`config.mk`:
```
export PLATFORM = sky130hd
export DESIGN_NAME = powerline_ask_modem_core
export DESIGN_NICKNAME = d
export VERILOG_FILES = /design/src/hw/powerline_ask_modem_core.v /design/src/hw/carrier_rom.v /design/src/hw/sample_fifo.v
export VERILOG_INCLUDE_DIRS = /design/src /design/src/pkg
export SDC_FILE = /design/constraint.sdc
export NUM_CORES = 1
export LEC_CHECK = 0
export BUFFER_PORTS_ARGS = -buffer_cell sky130_fd_sc_hd__buf_2
export CAP_MARGIN = 15
export CORE_ASPECT_RATIO = 1.2
export CORE_MARGIN = 1
export CORE_UTILIZATION = 50
export CTS_BUF_LIST = sky130_fd_sc_hd__clkbuf_8
export DETAILED_ROUTE_END_ITERATION = 7
export PLACE_DENSITY_LB_ADDON = 0.25
export SETUP_SLACK_MARGIN = 0.15
export SKIP_LAST_GASP = 1
export SLEW_MARGIN = 20
export SYNTH_ARGS = -nofsm -noshare
export SYNTH_HDL_FRONTEND = slang
export SYNTH_SLANG_ARGS = --single-unit
```
`constraint.sdc`:
```
create_clock -name i_clk -period 4.28 [get_ports i_clk]
set_clock_uncertainty 0.1 [all_clocks]
set_input_delay 0.856 -clock i_clk [delete_from_list [all_inputs] [get_ports i_clk]]
set_output_delay 0.856 -clock i_clk [all_outputs]
set_load 0.01 [all_outputs]
```
`src/pkg/ask_modem_map.vh`:
```
// Constants for the power-line ASK modem core: timing counts, reset values,
// gain codes and detector thresholds.
// Assumes inclusion by bare name from the hw/ design files.
`ifndef ASK_MODEM_MAP_VH
`define ASK_MODEM_MAP_VH

// --------------------
// Clock and carrier
// --------------------
`define CLK_HZ 40000000
`define PHASE_W 6
`define CARRIER_DIV 64
`define ADC_DIV 16
`define ADC_DIV_W 4

// --------------------
// Transmit shaping
// --------------------
`define ENV_W 5
`define ENV_MAX 5'h10
`define DAC_W 6
`define DAC_MID 6'h20

// --------------------
// Receive gain: code 0 is -6 dB, each step +3 dB, code 12 is +30 dB
// --------------------
`define GAIN_W 4
`define GAIN_MIN 4'h0
`define GAIN_MAX 4'hC
`define GAIN_TX 4'h0
`define GAIN_RESET 4'h6
`define AGC_WIN_W 8
`define AGC_HI 8'h60
`define AGC_LO 8'h20

// --------------------
// Detector and pulse shaping
// --------------------
`define ACC_W 14
`define DET_ON 14'h0400
`define DET_OFF 14'h0200
`define SHAPE_W 4
`define SHAPE_CNT 4'h8
`define ADC_MID 8'h80

// --------------------
// Pin synchroniser reset: strap 1, scan 0, sleep 0, tx_n 1
// --------------------
`define PIN_RST 4'h9

`endif

```
`src/hw/powerline_ask_modem_core.v`:
```
// Digital core of a power-line ASK modem: carrier synthesis and shaping,
// line driver control, AGC, receive filtering, demodulation and shaping.
// Assumes host pins arrive asynchronously and converter signals are on i_clk.
//
// Operation
// - Burst on line while tx pin low
// - Line output released when not transmitting
// - Back-to-back bits keep carrier continuous
// - Receive pin low throughout detected burst
// - Sleep disables everything except clock and sample FIFO input
// - Clock output keeps running during sleep
// - Receive path stays active while transmitting
// - Save gain, force -6 dB, restore after
// - AGC range -6 dB to +30 dB
// - 8-bit samples, band-pass, demodulate, shape
// - Carrier stepped from lookup table by clock
// - Amplitude ramps smoothly, not switched
// - 6-bit DAC updated every clock
// - 600 or 1200 baud paced by host
// - All frequencies scale with master clock
`timescale 1ns/1ps
`include "ask_modem_map.vh"

module powerline_ask_modem_core
#(
    parameter FIFO_DEPTH = 16,
    parameter FIFO_AW = 4
)
(
    // Clock and reset
    input wire i_clk,
    input wire i_rstn,
    // Host pins
    input wire i_tx_data_n,
    output reg o_rx_data_n,
    input wire i_sleep_request,
    output wire o_clk_out,
    // Production test pins
    input wire i_production_scan_select,
    input wire i_factory_test_strap,
    // Line transmit path
    output reg [5:0] o_dac_code,
    output reg o_line_drive_en,
    // Line receive path
    output reg [3:0] o_gain_code,
    output reg o_adc_start,
    input wire i_adc_valid,
    output wire o_adc_ready,
    input wire [7:0] i_adc_data
);

    // ------------------------------------------------------------------------
    // Declarations
    // ------------------------------------------------------------------------
    reg [3:0] pin_meta_ff;
    reg [3:0] pin_sync_ff;
    wire tx_req;
    wire halt;
    reg [5:0] phase_ff;
    reg [4:0] env_ff;
    reg [4:0] nxt_env;
    wire [4:0] rom_mag;
    wire rom_neg;
    wire [9:0] prod;
    wire [4:0] scaled;
    reg [5:0] nxt_dac;
    reg [3:0] adc_div_ff;
    wire fifo_valid;
    wire [7:0] fifo_data;
    wire take;
    reg signed [8:0] x0_ff;
    reg signed [8:0] x1_ff;
    reg signed [8:0] x2_ff;
    reg sample_ff;
    wire signed [9:0] bp;
    wire [9:0] rect;
    reg [13:0] acc_ff;
    reg det_raw_ff;
    reg rx_active_ff;
    reg [3:0] shape_ff;
    reg [7:0] peak_ff;
    wire [7:0] mag_x;
    reg [7:0] win_ff;
    reg [3:0] gain_ff;
    reg [3:0] saved_gain_ff;
    reg tx_prev_ff;

    // ------------------------------------------------------------------------
    // Clock output and pin synchronisers
    // ------------------------------------------------------------------------
    // Clock buffer is never gated, so the host keeps its clock in sleep
    assign o_clk_out = i_clk;

    // Two-stage sync of tx_n, sleep, scan select and strap
    always @(posedge i_clk)
    begin
        if (!i_rstn)
        begin
            pin_meta_ff <= `PIN_RST;
            pin_sync_ff <= `PIN_RST;
        end
        else
        begin
            pin_meta_ff <= {i_factory_test_strap, i_production_scan_select,
                            i_sleep_request, i_tx_data_n};
            pin_sync_ff <= pin_meta_ff;
        end
    end

    // Test pins at non-functional levels also park the modem
    assign halt = pin_sync_ff[1] | pin_sync_ff[2] | ~pin_sync_ff[3];
    // Level-driven request; host paces bits at its chosen baud
    assign tx_req = ~pin_sync_ff[0] & ~halt;

    // ------------------------------------------------------------------------
    // Carrier phase and lookup
    // ------------------------------------------------------------------------
    // One phase step per clock: carrier is clock over 64
    always @(posedge i_clk)
    begin
        if (!i_rstn)
            phase_ff <= 6'h00;
        else
            phase_ff <= phase_ff + 1'b1;
    end

    carrier_rom u_rom
    (
        .i_clk(i_clk),
        .i_rstn(i_rstn),
        .i_phase(phase_ff),
        .o_mag(rom_mag),
        .o_neg(rom_neg)
    );

    // ------------------------------------------------------------------------
    // Amplitude shaping
    // ------------------------------------------------------------------------
    // Envelope moves one step per carrier period, at the zero crossing,
    // so a burst edge takes 16 periods instead of a hard switch
    always @*
    begin
        nxt_env = env_ff;
        if (halt)
            nxt_env = 5'h00;
        else if (phase_ff == 6'h00)
        begin
            if (tx_req && env_ff != `ENV_MAX)
                nxt_env = env_ff + 1'b1;
            else if (!tx_req && env_ff != 5'h00)
                nxt_env = env_ff - 1'b1;
        end
    end

    // Held at full scale while tx stays low: NRZ, no gap between bits
    always @(posedge i_clk)
    begin
        if (!i_rstn)
            env_ff <= 5'h00;
        else
            env_ff <= nxt_env;
    end

    // Scale table magnitude by envelope over 16
    assign prod = rom_mag * env_ff;
    assign scaled = prod[8:4];

    // Offset binary around mid code
    always @*
    begin
        if (rom_neg)
            nxt_dac = `DAC_MID - {1'b0, scaled};
        else
            nxt_dac = `DAC_MID + {1'b0, scaled};
    end

    // ------------------------------------------------------------------------
    // DAC and line driver
    // ------------------------------------------------------------------------
    // DAC refreshed every clock, far above carrier, to push aliases out
    // Driver stays enabled until the ramp-down has finished
    always @(posedge i_clk)
    begin
        if (!i_rstn)
        begin
            o_dac_code <= `DAC_MID;
            o_line_drive_en <= 1'b0;
        end
        else
        begin
            o_dac_code <= nxt_dac;
            o_line_drive_en <= ~halt & (tx_req | (env_ff != 5'h00));
        end
    end

    // ------------------------------------------------------------------------
    // Converter pacing and sample buffer
    // ------------------------------------------------------------------------
    // Conversion rate tied to the clock so the filter tracks the carrier
    always @(posedge i_clk)
    begin
        if (!i_rstn)
        begin
            adc_div_ff <= 4'h0;
            o_adc_start <= 1'b0;
        end
        else
        begin
            adc_div_ff <= adc_div_ff + 1'b1;
            o_adc_start <= ~halt & (adc_div_ff == 4'hF);
        end
    end

    // Drain stalls in sleep, so samples back up and refuse further input
    sample_fifo
    #(
        .WIDTH(8),
        .DEPTH(FIFO_DEPTH),
        .AW(FIFO_AW)
    )
    u_fifo
    (
        .i_clk(i_clk),
        .i_rstn(i_rstn),
        .i_wr_valid(i_adc_valid),
        .o_wr_ready(o_adc_ready),
        .i_wr_data(i_adc_data),
        .o_rd_valid(fifo_valid),
        .i_rd_ready(~halt),
        .o_rd_data(fifo_data)
    );

    assign take = fifo_valid & ~halt;

    // ------------------------------------------------------------------------
    // Band-pass and rectifier
    // ------------------------------------------------------------------------
    // Four samples per carrier period; x[n]-x[n-2] nulls DC and fs/2
    // Receive is not gated by tx, so our own burst is heard too
    always @(posedge i_clk)
    begin
        if (!i_rstn || halt)
        begin
            x0_ff <= 9'sh000;
            x1_ff <= 9'sh000;
            x2_ff <= 9'sh000;
            sample_ff <= 1'b0;
        end
        else
        begin
            sample_ff <= take;
            if (take)
            begin
                x0_ff <= $signed({1'b0, fifo_data}) - $signed({1'b0, `ADC_MID});
                x1_ff <= x0_ff;
                x2_ff <= x1_ff;
            end
        end
    end

    assign bp = {x0_ff[8], x0_ff} - {x2_ff[8], x2_ff};
    assign rect = bp[9] ? (~bp + 1'b1) : bp;
    assign mag_x = x0_ff[8] ? ((~x0_ff[7:0]) + 1'b1) : x0_ff[7:0];

    // ------------------------------------------------------------------------
    // Demodulator
    // ------------------------------------------------------------------------
    // Leaky integrator of the rectified output, gain 16 in steady state;
    // hysteresis keeps noise near threshold from chattering
    always @(posedge i_clk)
    begin
        if (!i_rstn || halt)
        begin
            acc_ff <= 14'h0000;
            det_raw_ff <= 1'b0;
        end
        else if (sample_ff)
        begin
            acc_ff <= acc_ff + {4'h0, rect} - {4'h0, acc_ff[13:4]};
            if (acc_ff > `DET_ON)
                det_raw_ff <= 1'b1;
            else if (acc_ff < `DET_OFF)
                det_raw_ff <= 1'b0;
        end
    end

    // ------------------------------------------------------------------------
    // Pulse shaping and receive pin
    // ------------------------------------------------------------------------
    // Output flips only after SHAPE_CNT agreeing samples, so short spikes
    // never reach the host; the cost is a fixed latency on both edges
    always @(posedge i_clk)
    begin
        if (!i_rstn || halt)
        begin
            shape_ff <= 4'h0;
            rx_active_ff <= 1'b0;
        end
        else if (sample_ff)
        begin
            if (det_raw_ff == rx_active_ff)
                shape_ff <= 4'h0;
            else if (shape_ff == `SHAPE_CNT - 1'b1)
            begin
                shape_ff <= 4'h0;
                rx_active_ff <= det_raw_ff;
            end
            else
                shape_ff <= shape_ff + 1'b1;
        end
    end

    // Low for the whole burst, high when idle or asleep
    always @(posedge i_clk)
    begin
        if (!i_rstn)
            o_rx_data_n <= 1'b1;
        else
            o_rx_data_n <= halt | ~rx_active_ff;
    end

    // ------------------------------------------------------------------------
    // Automatic gain control
    // ------------------------------------------------------------------------
    // Peak of |x| over a 256-sample window; step 3 dB per window, frozen
    // while transmitting so the stored gain is the pre-burst one
    always @(posedge i_clk)
    begin
        if (!i_rstn)
        begin
            peak_ff <= 8'h00;
            win_ff <= 8'h00;
            gain_ff <= `GAIN_RESET;
        end
        else if (halt || tx_req)
        begin
            peak_ff <= 8'h00;
            win_ff <= 8'h00;
        end
        else if (sample_ff)
        begin
            win_ff <= win_ff + 1'b1;
            if (win_ff == 8'hFF)
            begin
                peak_ff <= 8'h00;
                if (peak_ff > `AGC_HI && gain_ff != `GAIN_MIN)
                    gain_ff <= gain_ff - 1'b1;
                else if (peak_ff < `AGC_LO && gain_ff != `GAIN_MAX)
                    gain_ff <= gain_ff + 1'b1;
            end
            else if (mag_x > peak_ff)
                peak_ff <= mag_x;
        end
    end

    // ------------------------------------------------------------------------
    // Gain override during transmit
    // ------------------------------------------------------------------------
    // Snapshot on tx start, -6 dB while tx low, snapshot back afterwards
    always @(posedge i_clk)
    begin
        if (!i_rstn)
        begin
            tx_prev_ff <= 1'b0;
            saved_gain_ff <= `GAIN_RESET;
            o_gain_code <= `GAIN_RESET;
        end
        else
        begin
            tx_prev_ff <= tx_req;
            if (tx_req && !tx_prev_ff)
                saved_gain_ff <= gain_ff;
            if (tx_req)
                o_gain_code <= `GAIN_TX;
            else if (tx_prev_ff)
                o_gain_code <= saved_gain_ff;
            else
                o_gain_code <= gain_ff;
        end
    end

endmodule

```
`src/hw/carrier_rom.v`:
```
// Quarter-wave carrier lookup table with registered magnitude and sign.
// Assumes one phase step per clock; full period is 2^PHASE_W entries.
`timescale 1ns/1ps
`include "ask_modem_map.vh"

module carrier_rom
(
    // Clock and reset
    input wire i_clk,
    input wire i_rstn,
    // Phase in
    input wire [5:0] i_phase,
    // Sample out
    output reg [4:0] o_mag,
    output reg o_neg
);

    reg [3:0] idx;
    reg [4:0] mag;

    // ------------------------------------------------------------------------
    // Quadrant folding and table
    // ------------------------------------------------------------------------
    // Mirror the index in quadrants 1 and 3, sign from the top bit
    always @*
    begin
        idx = i_phase[4] ? ~i_phase[3:0] : i_phase[3:0];
        case (idx)
            4'h0: mag = 5'h02;
            4'h1: mag = 5'h05;
            4'h2: mag = 5'h08;
            4'h3: mag = 5'h0A;
            4'h4: mag = 5'h0D;
            4'h5: mag = 5'h10;
            4'h6: mag = 5'h12;
            4'h7: mag = 5'h15;
            4'h8: mag = 5'h17;
            4'h9: mag = 5'h19;
            4'hA: mag = 5'h1B;
            4'hB: mag = 5'h1C;
            4'hC: mag = 5'h1D;
            4'hD: mag = 5'h1E;
            4'hE: mag = 5'h1F;
            default: mag = 5'h1F;
        endcase
    end

    // Registered read keeps the DAC path glitch free
    always @(posedge i_clk)
    begin
        if (!i_rstn)
        begin
            o_mag <= 5'h00;
            o_neg <= 1'b0;
        end
        else
        begin
            o_mag <= mag;
            o_neg <= i_phase[5];
        end
    end

endmodule

```
`src/hw/sample_fifo.v`:
```
// Sample FIFO with registered read data and valid/ready on both sides.
// Assumes one clock; DEPTH is a power of two equal to 2^AW.
`timescale 1ns/1ps

module sample_fifo
#(
    parameter WIDTH = 8,
    parameter DEPTH = 16,
    parameter AW = 4
)
(
    // Clock and reset
    input wire i_clk,
    input wire i_rstn,
    // Fill side
    input wire i_wr_valid,
    output wire o_wr_ready,
    input wire [WIDTH-1:0] i_wr_data,
    // Drain side
    output wire o_rd_valid,
    input wire i_rd_ready,
    output reg [WIDTH-1:0] o_rd_data
);

    reg [WIDTH-1:0] mem [0:DEPTH-1];
    reg [AW-1:0] wr_ptr_ff;
    reg [AW-1:0] rd_ptr_ff;
    reg [AW:0] count_ff;
    reg out_valid_ff;
    wire push;
    wire pop;

    // ------------------------------------------------------------------------
    // Flags
    // ------------------------------------------------------------------------
    // Output stage refills when empty or being taken
    assign o_wr_ready = (count_ff != DEPTH[AW:0]);
    assign o_rd_valid = out_valid_ff;
    assign push = i_wr_valid & o_wr_ready;
    assign pop = (count_ff != {(AW+1){1'b0}}) & (~out_valid_ff | i_rd_ready);

    // Storage has no reset, pointers do
    always @(posedge i_clk)
    begin
        if (push)
            mem[wr_ptr_ff] <= i_wr_data;
    end

    // Pointers, count and registered output word
    always @(posedge i_clk)
    begin
        if (!i_rstn)
        begin
            wr_ptr_ff <= {AW{1'b0}};
            rd_ptr_ff <= {AW{1'b0}};
            count_ff <= {(AW+1){1'b0}};
            out_valid_ff <= 1'b0;
            o_rd_data <= {WIDTH{1'b0}};
        end
        else
        begin
            if (push)
                wr_ptr_ff <= wr_ptr_ff + 1'b1;
            if (pop)
            begin
                rd_ptr_ff <= rd_ptr_ff + 1'b1;
                o_rd_data <= mem[rd_ptr_ff];
                out_valid_ff <= 1'b1;
            end
            else if (i_rd_ready)
                out_valid_ff <= 1'b0;
            if (push & ~pop)
                count_ff <= count_ff + 1'b1;
            else if (pop & ~push)
                count_ff <= count_ff - 1'b1;
        end
    end

endmodule

```
* Word-level counts from Yosys, hierarchy flattened
Memories as Yosys holds them, arrays and structs flattened. A register that Yosys moved wholly into a read port is not among the register bits.
Cells that the tools add are included.
** Operators by class
- Add/sub/neg operators :: 20
- Multiply operators :: 1
- Order comparisons :: 5
- Eq/ne operators :: 8
- Muxes and demuxes :: 22
- Bitwise logic cells :: 26
- Reduce and logical (&&, ||, !) cells :: 29
** Operator list (count)
- $mux 4 :: 6
- $mux 8 :: 3
- $add 4x1->4 const B :: 5
- $mux 5 :: 4
- $add 8x1->8 const B :: 2
- $add 14x10->14 :: 1
- $gt 14x11->1 const B :: 1
- $lt 14x10->1 const B :: 1
- $sub 14x10->14 :: 1
- $add 10x1->10 const B :: 1
- $add 5x1->5 const B :: 2
- $mux 10 :: 1
- $ne 5x5->1 const B :: 2
- $not 1->1 :: 10
- $not 10->10 :: 1
- $reduce_bool 2->1 :: 5
- $reduce_bool 5->1 :: 2
- $sub 5x1->5 const B :: 2
- $sub 9x9->10 :: 1
- $mul 5x5->9 :: 1
- $sub 8x8->9 const B :: 1
- $and 1x1->1 :: 8
- $eq 8x8->1 const B :: 1
- $gt 8x7->1 const B :: 1
- other kinds (26) :: 48
** Storage, ports and cells
- Register bits :: 124
- Bits in writable memories :: 128
- Memory bits (read-only) :: 80
- Input bits :: 15
- Memories kept :: 2
** Memories
- u_fifo.mem :: depth 16, width 8, rd ports 1, clocked after memory_dff 1, wr ports 1, RTL line sample_fifo.v:25 : reg [WIDTH-1:0] mem [0:DEPTH-1];
- (no name shown) :: depth 16, width 5, rd ports 1, clocked after memory_dff 1, wr ports 0, RTL line carrier_rom.v:28 : case (idx)

* Depth between registers and ports, before layout
- Depth in word-level cells :: 8
- Depth in mapped cells :: 19

* Hierarchy
From an unflattened synthesis, not the netlist that was laid out.
** Unflattened totals
- Cells, all modules :: 1181
- Area total of the unflattened synthesis :: 13181.4 µm²
** By module, submodules not included
- powerline_ask_modem_core :: instances 1, cells an instance 769, area an instance 6692.7 µm², seq. area each 2122.0 µm²
- sample_fifo :: instances 1, cells an instance 358, area an instance 5988.2 µm², seq. area each 4284.1 µm²
- carrier_rom :: instances 1, cells an instance 54, area an instance 500.5 µm², seq. area each 120.1 µm²

==> results by group <==
Clock network
  • Worst skew pair latency: 0.67 ns
  • CTS tree: yes
  • Worst-path clk slew: 0.06 ns

Layout
  • Nets: 1322
  • Layout Cells excl Fill: 1571
  • Most common cell after layout, fill and taps aside: dfxtp_1
  • Antenna Cells: 0
  • Share of cells above drive strength 1: 20.1%
  • Most frequent cells in the layout: dfxtp_1 (130), edfxtp_1 (128), nor2_1 (121)
  • Area growth from synthesis to layout: 15.9%
  • Layout fillers: 2097

Timing
  • Minimum clock period after layout: 4.51 ns
  • Setup total negative slack: -1.03 ns
  • Fmax: 222 MHz
  • Final setup viols: 5
  • Worst slew pin tran: 0.964 ns
  • Final Max Tran Viols: 0
  • Headroom to the max-slew limit: 35.4%
  • Slack of the critical path: -0.231 ns
  • Final Cycle Share: 105%
  • Hold WS: 0.271 ns
  • Unrepaired setup endpoints after global routing: yes
  • Hold Fails Final Rpt: 0

Critical path
  • Crit Path Max Fanout: 4
  • WS Path Type: reg -> reg
  • Crit path launch type: register
  • Reg2reg end: acc_ff[13]
  • Reg2reg start: x0_ff[0]
  • WP data required: 4.70 ns
  • Critical path arrival: 4.94 ns
  • Reg2Reg Setup Slack: -0.23 ns
  • Cells on worst reg2reg path: 17
  • Critical Path Sink Type: register

Floorplan
  • Die Height: 177 um
  • Core area: 24900 um2
  • Starting Density: 51.4%
  • Num rows: 63
  • Boundary pin count: 30
  • Die width: 148 um
  • Die Area: 26300 um2

Power and ir drop
  • Pleak: 5.76 nW
  • Reg power frac: 31.0%
  • Net Sw Power: 0.00327 W
  • Pwr/cell area: 652 nW/um2
  • Sw Ratio: 33.8%
  • Peak supply drop: 483 uV
  • P_int: 0.00640 W
  • Logic pwr share: 45.1%
  • Clock network power share: 23.9%

Place
  • Dpl hpwl: 17.1 mm
  • GP Congestion: 0.851
  • Place WS: -0.336 ns
  • Placed cell count: 1485
  • I/O Buffers: 29

Synthesis
  • Post-Syn Area: 12800 um2
  • Post-Syn Area per Cell: 11.5 um2
  • Synth unique cells: 63
  • Synth warnings: 0
  • Sequential share of the synthesized area: 51.0%
  • Top_reg_cell synth: dfxtp_1
  • Flops & latches, synth: 262
  • Post-synthesis async set-or-reset flop share: 0%
  • Syn nets: 1223
  • Gate Count Post-Synth: 1116
  • Post-synth EDFFs: 128

Status
  • Failing checks: negative setup slack
  • Status: finished with violations

Drt
  • First-iteration detailed-routing DRC count: 391
  • DR DRC count: 0
  • Routed len/inst: 15.7 um
  • Vias/cell: 5.36
  • Via count: 8422
  • Antenna viol nets, final: 0
  • Sum of routed wire length over all layers: 24.6 mm
  • Pre-Repair DR Iteration Count: 6

GRT
  • GRT Util Overall: 19.9%
  • Largest net degree at the start of global routing: 44
  • First-pass GRT wire length: 41.7 mm
  • Grt ovf: 0
  • Antenna violations before repair: 0
  • Number of global-route vias before repair: 8507

Hold path
  • Worst hold path class: in -> reg
  • Hold path cells: 2
  • Hold Startpoint: i_tx_data_n
  • Hold EP: pin_meta_ff[0]

Flow run
  • Max-cap violations: 0
## power groups by stage
stage	sequential [W]	clock, W	combinational, W
CTS	0.00300	0.00239	0.00407
global placement	0.00305	0.0000141	0.00395
floorplan	0.00298	0.0000193	0.00291
finish	0.00299	0.00232	0.00436
detailed placement	0.00305	0.0000141	0.00399
global route	0.00303	0.00250	0.00478
## per-stage QoR
step	total power [W]	utilization (%)	instance area [um2]
final	0.00967	59.6	14800
after global routing	0.0103	59.6	14800
after CTS	0.00946	59.1	14700
after detailed placement	0.00705	55.1	13700
after global placement	0.00701	55.1	13700
after floorplan	0.00590	-	12900
## cells in the mapped netlist (2+ instances only)
| library cell | count | area share (%) |
|---|---|---|
| nor2_1 | 123 | 3.6 |
| nand2_1 | 92 | 2.7 |
| dfxtp_1 | 134 | 21 |
| and4_1 | 3 | 0.21 |
| nor4b_1 | 2 | 0.14 |
| a311oi_1 | 2 | 0.14 |
| o21bai_1 | 2 | 0.12 |
| clkinv_1 | 2 | 0.059 |
| mux2i_1 | 51 | 4.0 |
| and2_1 | 18 | 0.88 |
| inv_1 | 63 | 1.8 |
| a21oi_1 | 60 | 2.3 |
| fa_1 | 21 | 3.3 |
| nand2b_1 | 19 | 0.93 |
| nand3_1 | 14 | 0.55 |
| nor3_1 | 14 | 0.55 |
| nor4_1 | 7 | 0.34 |
| o221ai_1 | 2 | 0.14 |
| a211o_1 | 2 | 0.14 |
| o32ai_1 | 3 | 0.21 |
| or2_2 | 3 | 0.15 |
| edfxtp_1 | 128 | 30 |
| nand4_1 | 8 | 0.39 |
| a31oi_1 | 4 | 0.20 |
| a21o_1 | 12 | 0.70 |
| buf_1 | 7 | 0.21 |
| o21a_1 | 5 | 0.29 |
| and3_1 | 8 | 0.39 |
| o22ai_1 | 2 | 0.098 |
| nor3b_1 | 4 | 0.23 |
| mux2_2 | 2 | 0.18 |
| mux4_2 | 40 | 7.0 |
| or4_1 | 2 | 0.12 |
| xor2_1 | 27 | 1.8 |
| o211ai_1 | 3 | 0.18 |
| xnor2_1 | 42 | 2.9 |
| ha_1 | 71 | 6.9 |
| clkbuf_1 | 35 | 1.0 |
| or3_1 | 7 | 0.34 |
| a211oi_1 | 10 | 0.59 |
| o21ai_0 | 31 | 1.2 |
| buf_2 | 3 | 0.12 |
| nor2b_1 | 4 | 0.20 |
| o31ai_1 | 5 | 0.29 |
## cells by family after synthesis
family,Yosys count,share of synthesized area (%)
AND/OR/NAND/NOR,332,12.0
flip-flops,262,51.0
AO/OA/AOI/OAI,154,7.42
buffers and inverters,112,3.34
multiplexers,94,11.3
adder cells (fa/ha/maj),92,10.2
XOR/XNOR,69,4.72
other,1,0.0293
## state kept, by name, summed over array words and instances (netlist names), 5 cells and up
name              count
u_rom.o_mag           5
win_ff                8
x2_ff                 8
peak_ff               8
x0_ff                 8
u_fifo.o_rd_data      8
u_fifo.count_ff       5
x1_ff                 8
acc_ff               14
o_dac_code            6
env_ff                5
phase_ff              6
u_fifo.mem          128
## repair_timing
action,4_1_cts,5_1_grt
hold buffers,0,0
resized for setup,6,29
setup endpoints to repair,11,12
pin swaps,11,11
buffers inserted,5,2
## worst max path at each step
stage / slack [ns] / cells after the start / to / from
floorplan: -0.24 / 17 / acc_ff[13] / x0_ff[0]
global placement: -0.26 / 17 / acc_ff[13] / x0_ff[0]
detailed placement: -0.34 / 17 / acc_ff[12] / x0_ff[0]
CTS: -0.25 / 19 / acc_ff[9] / x0_ff[0]
global route: -0.49 / 17 / acc_ff[13] / x0_ff[0]
finish: -0.23 / 17 / acc_ff[13] / x0_ff[0]
## worst max-delay path: stages, from the launching register on
cell and delay [ns]:
dfxtp_2 0.33, inv_2 0.05, ha_4 0.15, fa_2 0.35, nand2b_4 0.16, a21oi_2 0.12, xor2_1 0.08, or3_1 0.37
or4b_4 0.51, mux2_4 0.31, mux2_4 0.27, fa_1 0.47, ha_4 0.31, and4_4 0.22, a211oi_2 0.08, o31ai_1 0.25
xor2_1 0.17, a21oi_1 0.07
## per-layer routing
layer	track usage (%)	part of all wire [%]
met5	0	0
met4	8.03	3.1
met3	3.62	3.5
met2	34.7	50
met1	24.3	43
## cell type report
cell class	instances	area, um2	share of cell area (%)
inverters	66	248	1.67
repair buffers	96	654	4.41
flip-flops and latches	262	6530	44.0
clock inverters	28	223	1.50
clock buffers	52	707	4.76
multi-input cells	742	6070	40.9
well taps	325	407	2.74
Note: power is estimated with default switching activity, not from simulation.
